### src/verilog/reload_timer_consts.svh
/*
 * Register offsets, field positions, reset values and timing counts of the
 * reload timer. Assumes inclusion by the timer package and design modules.
 */
`ifndef RELOAD_TIMER_CONSTS_SVH
`define RELOAD_TIMER_CONSTS_SVH

// ----------------------------------------------------------------------
// Register indices (printed offsets); the byte address is the index times four
// ----------------------------------------------------------------------
`define IDX_RELOAD_LOW      8'h55
`define IDX_RELOAD_HIGH     8'h56
`define IDX_COUNT_LOW       8'h57
`define IDX_COUNT_HIGH      8'h58
`define IDX_TIMER_CONTROL   8'h59
`define IDX_IRQ_CONTROL     8'h5a
`define IDX_IRQ_STATUS      8'h5b

// ----------------------------------------------------------------------
// Control and status field positions
// ----------------------------------------------------------------------
`define BIT_LOW_IRQ_EN      5
`define BIT_CAPTURE_EN      4
`define BIT_RUN             2
`define BIT_SOURCE_SEL      0
`define CTRL_WRITE_MASK     8'h35
`define BIT_TIMER_IRQ_EN    0
`define BIT_OVF_FLAG        0
`define BIT_LOW_OVF_FLAG    1

// ----------------------------------------------------------------------
// Reset values and dividers
// ----------------------------------------------------------------------
`define RESET_BYTE          8'h00
`define SYS_DIVIDE          4'd12
`define OSC_DIVIDE          3'd7
`endif

### src/verilog/reload_timer_pkg.sv
/*
 * Types shared by the reload timer modules.
 * Assumes the constants header is on the include path.
 */
package reload_timer_pkg;
    `include "reload_timer_consts.svh"

    // --------------------------------------------------------------
    // Bus slave states
    // --------------------------------------------------------------
    typedef enum logic [0:0] {
        BUS_IDLE,
        BUS_DONE
    } bus_state_t;

    typedef logic [7:0] byte_t;
endpackage

### src/verilog/osc_tick_gen.sv
/*
 * Oscillator edge detector and divide-by-8 tick generator.
 * Assumes osc_in is asynchronous to the core clock and much slower.
 */
`include "reload_timer_consts.svh"
module osc_tick_gen
    import reload_timer_pkg::*;
(
    input  wire logic clk,
    input  wire logic rstn,
    input  wire logic osc_in,
    output logic      osc_tick
);
    logic       sync1_ff;
    logic       sync2_ff;
    logic       prev_ff;
    logic [2:0] cnt_ff;

    // Two-stage synchroniser; only sync2 feeds logic
    always_ff @(posedge clk) begin
        if (!rstn) begin
            sync1_ff <= 1'b0;
            sync2_ff <= 1'b0;
            prev_ff  <= 1'b0;
        end else begin
            sync1_ff <= osc_in;
            sync2_ff <= sync1_ff;
            prev_ff  <= sync2_ff;
        end
    end

    // Eight rising edges make one tick
    always_ff @(posedge clk) begin
        if (!rstn) begin
            cnt_ff   <= 3'd0;
            osc_tick <= 1'b0;
        end else begin
            osc_tick <= 1'b0;
            if (sync2_ff && !prev_ff) begin
                cnt_ff <= cnt_ff + 3'd1;
                if (cnt_ff == `OSC_DIVIDE) begin
                    osc_tick <= 1'b1;
                end
            end
        end
    end
endmodule

### src/verilog/reload_timer.sv
/*
 * 16-bit auto-reload timer with oscillator capture, APB register slave.
 * Assumes a 50 MHz CORE_CLK, synchronous active-low RSTN and a slow
 * asynchronous oscillator on OSC_IN.
 */
// Decided for this implementation: the APB slave port.
`include "reload_timer_consts.svh"

// What this block does
// - Control bit 5 enables low-byte overflow interrupts when timer interrupts enabled.
// - Control bit 4 selects oscillator capture mode instead of auto-reload.
// - Control bit 2 runs the counter; cleared, the count holds.
// - Source bit 0 clear: count ticks at system clock divided by 12.
// - Source bit 0 set: count ticks at oscillator divided by 8.
// - Control bits 7:6 and 3 read zero, writes ignored.
// - Control bit 1 reads zero, writes ignored.
// - Reload low register holds reload bits 7:0, read and write.
// - Reload high register holds reload upper byte, read and write.
// - Counter is 16 bits, visible as low and high byte registers.
// - Tick increments; outside capture mode, wrap from all ones loads reload, sets overflow flag.
// - Each 16-bit overflow outside capture mode interrupts when timer interrupts enabled.
// - Capture mode: every eighth oscillator cycle copy count to reload, flag.
module reload_timer
    import reload_timer_pkg::*;
(
    input  wire logic        CORE_CLK,
    input  wire logic        RSTN,
    input  wire logic        OSC_IN,
    input  wire logic        PSEL,
    input  wire logic        PENABLE,
    input  wire logic        PWRITE,
    input  wire logic [11:0] PADDR,
    input  wire logic [31:0] PWDATA,
    output logic      [31:0] PRDATA,
    output logic             PREADY,
    output logic             PSLVERR,
    output logic             IRQ
);
    // ------------------------------------------------------------------
    // State
    // ------------------------------------------------------------------
    byte_t      reload_low_ff;
    byte_t      reload_high_ff;
    byte_t      count_low_ff;
    byte_t      count_high_ff;
    byte_t      control_ff;
    logic       timer_irq_en_ff;
    logic       ovf_flag_ff;
    logic       low_ovf_flag_ff;
    logic [3:0] prescale_ff;
    logic       sys_tick_ff;
    bus_state_t bus_state_ff;
    logic       osc_tick;
    logic       tick;
    logic       wr_acc;
    logic       rd_acc;
    logic       hit;
    logic [9:0] widx;
    logic       low_wrap;
    logic       full_wrap;
    logic       capture;
    byte_t      nxt_low;
    byte_t      nxt_high;

    // Register index decode used by read and write paths
    function automatic logic [9:0] word_index(input logic [11:0] a);
        return a[11:2];
    endfunction

    function automatic logic is_mapped(input logic [11:0] a);
        logic [9:0] i;
        i = a[11:2];
        return (a[1:0] == 2'b00) && (i >= 10'(`IDX_RELOAD_LOW)) && (i <= 10'(`IDX_IRQ_STATUS));
    endfunction

    // ------------------------------------------------------------------
    // Tick sources
    // ------------------------------------------------------------------
    osc_tick_gen u_osc (
        .clk      (CORE_CLK),
        .rstn     (RSTN),
        .osc_in   (OSC_IN),
        .osc_tick (osc_tick)
    );

    // Divide by 12 prescaler; free running so the phase is independent of run
    always_ff @(posedge CORE_CLK) begin
        if (!RSTN) begin
            prescale_ff <= 4'd0;
            sys_tick_ff <= 1'b0;
        end else if (prescale_ff == `SYS_DIVIDE - 4'd1) begin
            prescale_ff <= 4'd0;
            sys_tick_ff <= 1'b1;
        end else begin
            prescale_ff <= prescale_ff + 4'd1;
            sys_tick_ff <= 1'b0;
        end
    end

    // Source select picks the counting tick
    assign tick = control_ff[`BIT_SOURCE_SEL] ? osc_tick : sys_tick_ff;

    // ------------------------------------------------------------------
    // Bus decode
    // ------------------------------------------------------------------
    // Refused addresses never reach a register, misaligned aliases included
    assign wr_acc = PSEL && PENABLE && PWRITE && (bus_state_ff == BUS_IDLE) && hit;
    assign rd_acc = PSEL && PENABLE && !PWRITE && (bus_state_ff == BUS_IDLE);
    assign hit    = is_mapped(PADDR);
    assign widx   = word_index(PADDR);

    // ------------------------------------------------------------------
    // Counter datapath
    // ------------------------------------------------------------------
    // Capture mode counts the source-selected tick; the oscillator tick also samples
    assign capture   = control_ff[`BIT_CAPTURE_EN] && osc_tick;
    assign low_wrap  = control_ff[`BIT_RUN] && tick && (count_low_ff == 8'hff);
    assign full_wrap = low_wrap && (count_high_ff == 8'hff);

    always_comb begin
        nxt_low  = count_low_ff;
        nxt_high = count_high_ff;
        if (control_ff[`BIT_RUN] && tick) begin
            if (full_wrap && !control_ff[`BIT_CAPTURE_EN]) begin
                nxt_low  = reload_low_ff;
                nxt_high = reload_high_ff;
            end else begin
                {nxt_high, nxt_low} = 16'({count_high_ff, count_low_ff} + 16'd1);
            end
        end
        // Software write wins over a tick in the same cycle
        if (wr_acc && widx == 10'(`IDX_COUNT_LOW)) begin
            nxt_low = PWDATA[7:0];
        end
        if (wr_acc && widx == 10'(`IDX_COUNT_HIGH)) begin
            nxt_high = PWDATA[7:0];
        end
    end

    // Count bytes
    always_ff @(posedge CORE_CLK) begin
        if (!RSTN) begin
            count_low_ff  <= `RESET_BYTE;
            count_high_ff <= `RESET_BYTE;
        end else begin
            count_low_ff  <= nxt_low;
            count_high_ff <= nxt_high;
        end
    end

    // Reload bytes; capture overrides a same-cycle write so no sample is lost
    always_ff @(posedge CORE_CLK) begin
        if (!RSTN) begin
            reload_low_ff  <= `RESET_BYTE;
            reload_high_ff <= `RESET_BYTE;
        end else if (capture) begin
            reload_low_ff  <= count_low_ff;
            reload_high_ff <= count_high_ff;
        end else if (wr_acc) begin
            if (widx == 10'(`IDX_RELOAD_LOW)) begin
                reload_low_ff <= PWDATA[7:0];
            end
            if (widx == 10'(`IDX_RELOAD_HIGH)) begin
                reload_high_ff <= PWDATA[7:0];
            end
        end
    end

    // ------------------------------------------------------------------
    // Control registers
    // ------------------------------------------------------------------
    // Unused bits are masked on write so they always read zero
    always_ff @(posedge CORE_CLK) begin
        if (!RSTN) begin
            control_ff      <= `RESET_BYTE;
            timer_irq_en_ff <= 1'b0;
        end else if (wr_acc) begin
            if (widx == 10'(`IDX_TIMER_CONTROL)) begin
                control_ff <= PWDATA[7:0] & `CTRL_WRITE_MASK;
            end
            if (widx == 10'(`IDX_IRQ_CONTROL)) begin
                timer_irq_en_ff <= PWDATA[`BIT_TIMER_IRQ_EN];
            end
        end
    end

    // ------------------------------------------------------------------
    // Event flags: write one to clear, a new event wins over the clear
    // ------------------------------------------------------------------
    always_ff @(posedge CORE_CLK) begin
        if (!RSTN) begin
            ovf_flag_ff     <= 1'b0;
            low_ovf_flag_ff <= 1'b0;
        end else begin
            if (full_wrap && !control_ff[`BIT_CAPTURE_EN] || capture) begin
                ovf_flag_ff <= 1'b1;
            end else if (wr_acc && widx == 10'(`IDX_IRQ_STATUS) && PWDATA[`BIT_OVF_FLAG]) begin
                ovf_flag_ff <= 1'b0;
            end
            if (low_wrap) begin
                low_ovf_flag_ff <= 1'b1;
            end else if (wr_acc && widx == 10'(`IDX_IRQ_STATUS) && PWDATA[`BIT_LOW_OVF_FLAG]) begin
                low_ovf_flag_ff <= 1'b0;
            end
        end
    end

    // Interrupt line is a level of pending enabled flags
    always_ff @(posedge CORE_CLK) begin
        if (!RSTN) begin
            IRQ <= 1'b0;
        end else begin
            IRQ <= timer_irq_en_ff && (ovf_flag_ff
                   || (low_ovf_flag_ff && control_ff[`BIT_LOW_IRQ_EN]));
        end
    end

    // ------------------------------------------------------------------
    // APB answer: one wait state, ready on the second access cycle
    // ------------------------------------------------------------------
    always_ff @(posedge CORE_CLK) begin
        if (!RSTN) begin
            bus_state_ff <= BUS_IDLE;
            PREADY       <= 1'b0;
            PSLVERR      <= 1'b0;
            PRDATA       <= 32'h0000_0000;
        end else begin
            case (bus_state_ff)
                BUS_IDLE: begin
                    if (PSEL && PENABLE) begin
                        bus_state_ff <= BUS_DONE;
                        PREADY       <= 1'b1;
                        PSLVERR      <= !hit;
                        PRDATA       <= 32'h0000_0000;
                        if (rd_acc && hit) begin
                            case (widx)
                                10'(`IDX_RELOAD_LOW):    PRDATA[7:0] <= reload_low_ff;
                                10'(`IDX_RELOAD_HIGH):   PRDATA[7:0] <= reload_high_ff;
                                10'(`IDX_COUNT_LOW):     PRDATA[7:0] <= count_low_ff;
                                10'(`IDX_COUNT_HIGH):    PRDATA[7:0] <= count_high_ff;
                                10'(`IDX_TIMER_CONTROL): PRDATA[7:0] <= control_ff;
                                10'(`IDX_IRQ_CONTROL):   PRDATA[0]   <= timer_irq_en_ff;
                                10'(`IDX_IRQ_STATUS):    PRDATA[1:0] <= {low_ovf_flag_ff, ovf_flag_ff};
                                default:                 PRDATA      <= 32'h0000_0000;
                            endcase
                        end
                    end
                end
                BUS_DONE: begin
                    bus_state_ff <= BUS_IDLE;
                    PREADY       <= 1'b0;
                    PSLVERR      <= 1'b0;
                end
                default: begin
                    bus_state_ff <= BUS_IDLE;
                    PREADY       <= 1'b0;
                end
            endcase
        end
    end
endmodule

### config.mk
export PLATFORM = sky130hd
export DESIGN_NAME = reload_timer
export DESIGN_NICKNAME = d
export VERILOG_FILES = /design/src/verilog/reload_timer_pkg.sv /design/src/verilog/osc_tick_gen.sv /design/src/verilog/reload_timer.sv
export VERILOG_INCLUDE_DIRS = /design/src /design/src/verilog
export SDC_FILE = /design/constraint.sdc
export NUM_CORES = 1
export LEC_CHECK = 0
export ABC_AREA = 1
export BUFFER_PORTS_ARGS = -buffer_cell sky130_fd_sc_hd__buf_2
export CAP_MARGIN = 10
export CORE_MARGIN = 4
export CORE_UTILIZATION = 45
export DETAILED_ROUTE_END_ITERATION = 10
export PLACE_DENSITY = 0.73
export REMOVE_ABC_BUFFERS = 1
export SLEW_MARGIN = 20
export SYNTH_ARGS = -nofsm -noshare
export SYNTH_HDL_FRONTEND = slang
export SYNTH_SLANG_ARGS = --single-unit
### constraint.sdc
create_clock -name CORE_CLK -period 3.06 [get_ports CORE_CLK]
set_clock_uncertainty 0.1 [all_clocks]
set_input_delay 0.306 -clock CORE_CLK [delete_from_list [all_inputs] [get_ports CORE_CLK]]
set_output_delay 0.306 -clock CORE_CLK [all_outputs]
set_load 0.01 [all_outputs]
==> results.json <==
{
  "cts_sinks": 63,
  "globalplace.congestion": 0.974,
  "cts_tree": "yes",
  "ys_seq_area_share_pct": 30.6,
  "cpMostUsedCell": "nand2_1",
  "setup_viol": 0,
  "final_cells": 823,
  "power_mw": 1.78,
  "postCtsHoldBufs": 0,
  "hpwl_um": 8870,
  "wirelength_um": 11500,
  "cp_top_family": "simple AND/OR/NAND/NOR gates",
  "cts-resized-gates": 0,
  "synthFlopType": "dfxtp_1",
  "grt_pass1_wl_um": 18900,
  "worst_ep_arrival_time_ns": 2.47,
  "wl_per_cell_um": 14.0,
  "vias": 4291,
  "drv_cap": 0,
  "syn_area_per_cell_um2": 6.12,
  "drive_gt1_share_pct": 13.3,
  "clk-insertion-delay-late_ns": 0.34,
  "yosys.area.top_type_share_pct": 30.6,
  "core_mm2": 0.00881,
  "worst_ep_required_time_ns": 3.18,
  "cp_slowest_cell": "dfxtp_1",
  "dr.pass1.iters": 6,
  "die_x_um": 104,
  "fmax_mhz": 425,
  "antenna_found_initial": 0,
  "num_antenna_cells": 0,
  "setup_tns_ns": 0,
  "yosys-top-cells-area": "dfxtp_1 31%, nand2_1 15%, nor2_1 10%, inv_1 6.7%, nand3_1 5.6%",
  "drc": 0,
  "mostFrequentLayoutCells": "170 x nand2_1, 114 x nor2_1, 74 x inv_1",
  "die_height_um": 104,
  "synth_cell_types": 32,
  "yosysWarnings": 0,
  "peakVddDrop_mv": 0.226,
  "pre_cts_slack_ns": 0.668,
  "fin_hold_ws_ns": 0.0431,
  "hold_violations": 0,
  "numCtsBuffers": 9,
  "grt_max_degree": 27,
  "hold_class": "in -> reg",
  "post-cts-setup-buffer-count": 0,
  "start_util_pct": 46.8,
  "cp.depth": 12,
  "ios": 85,
  "powerDensity_mw_per_mm2": 392,
  "die_area_mm2": 0.0108,
  "fill_cells": 914,
  "viasPerCell": 5.21,
  "portBuffers": 36,
  "grtUsageTotal_pct": 21.1,
  "end_kind": "register",
  "post-route-period-util_pct": 76.9,
  "syn2layout_area_growth_pct": 10.4,
  "reg2reg_depth": 12,
  "path_buf_inv": 1,
  "fp-row-count": 34,
  "crit_path_max_incr_delay_ns": 0.45,
  "grt_pass1_vias": 3868,
  "ys_seq_elements": 63,
  "final_common_cell": "nand2_1",
  "tightest_slew_ns": 0.573,
  "crit_path_cell_trace": "ha_1 > nand2_1 > nor2_2 > nand2_1 > nor2_2 > nand2_2 > inv_2 > nand2_1 > nand2_1 > nor2_1 > nor2_1 > nor2_1",
  "slew_violations": 0,
  "worstSetupStartpointType": "register",
  "fin_area_mm2": 0.00455,
  "whs_path_depth": 3,
  "clk_pin_slew_worst_paths_ns": 0.08,
  "cts_max_level": 3,
  "drtIter0Drc": 358,
  "grt.overflow.total": 0,
  "layout_setup_ws_ns": 0.708,
  "synth_edf_count": 0,
  "netlist_area_mm2": 0.00412,
  "nNetsFinal": 764,
  "rsz0062_at_grt": "no",
  "p_leak_nw": 1.98,
  "cts_buffer_depth": 2,
  "utilization_pct": 51.7,
  "dp.cells": 807,
  "detail-route-antenna-nets": 0,
  "synth_largest_area_cell": "dfxtp_1",
  "cp_max_fo": 9,
  "relSlewSlack_pct": 61.8,
  "cts-root-buf": "clkbuf_8",
  "synthArstFlopShare_pct": 0,
  "status": "finished clean",
  "fin_crit_ns": 2.35,
  "worstSetupPathType": "reg -> reg",
  "placed_area_mm2": 0.00432,
  "syn_inst": 673
}
final timing paths:
path / startpoint / end / slack, ns
max: count_low_ff[0] / count_low_ff[7] / 0.71
min: OSC_IN / u_osc.sync1_ff / 0.04
max reg2reg: count_low_ff[0] / count_low_ff[7] / 0.71
min reg2reg: u_osc.sync1_ff / u_osc.sync2_ff / 0.32
flip-flops by register name, indices dropped and copies added (netlist names), 3 cells and up:
register and flops:
PRDATA 8, count_high_ff 8, count_low_ff 8, reload_high_ff 8, reload_low_ff 8, control_ff 4
prescale_ff 4, u_osc.cnt_ff 3
worst min-delay path, stage by stage:
cell and delay [ns]:
buf_2 0.07, nand2_1 0.04, inv_1 0.04
final cells by class:
cell class | count | area, um2 | area share, %
tap | 108 | 135 | 2.97
multi-input combinational | 513 | 2400 | 52.7
inverter | 82 | 308 | 6.77
timing repair buffer | 41 | 218 | 4.79
clock inverter | 6 | 92.6 | 2.04
sequential | 63 | 1260 | 27.7
clock buffer | 10 | 138 | 3.03
Yosys cell counts, types with 2 or more instances:
| master | number |
|---|---|
| inv_2 | 8 |
| nor2_2 | 9 |
| buf_4 | 25 |
| ha_1 | 4 |
| nand4_1 | 17 |
| o21ai_0 | 23 |
| nand2_1 | 170 |
| nand2_2 | 4 |
| xor2_1 | 9 |
| buf_2 | 4 |
| nand3b_1 | 5 |
| nor2_1 | 114 |
| a22oi_1 | 2 |
| nor3_1 | 6 |
| nand3_1 | 46 |
| buf_1 | 2 |
| or2_2 | 2 |
| nand3_2 | 5 |
| nor2_4 | 6 |
| o21ai_1 | 15 |
| clkbuf_1 | 7 |
| dfxtp_1 | 63 |
| inv_1 | 74 |
| a21oi_1 | 45 |
layer usage:
layer / track usage, % / routed length [um]
met5: 0 / 0
met2: 34.4 / 5310
met3: 4.35 / 926
met1: 28.8 / 5210
met4: 4.27 / 82
logic make-up (layout without fill, tap and decap cells):
family | count (synthesis) | after routing | share of synthesized area, %
AOI/OAI and AO/OA | 87 | 87 | 10.9
xor gates and xnor gates | 9 | 9 | 1.91
adders and majority gates | 4 | 4 | 1.21
buffers and inverters | 120 | 139 | 13.3
DFF | 63 | 63 | 30.6
other | 1 | 24 | 0.0910
and+or+nand+nor | 389 | 389 | 42.0
where the power goes:
group          switching [mW]  internal, mW  leakage (nW)
clock network           0.346         0.485         0.109
registers             0.00456         0.828         0.509
logic                  0.0873        0.0329          1.36
total                   0.438          1.35          1.98
Note: power is estimated with default switching activity, not from simulation.
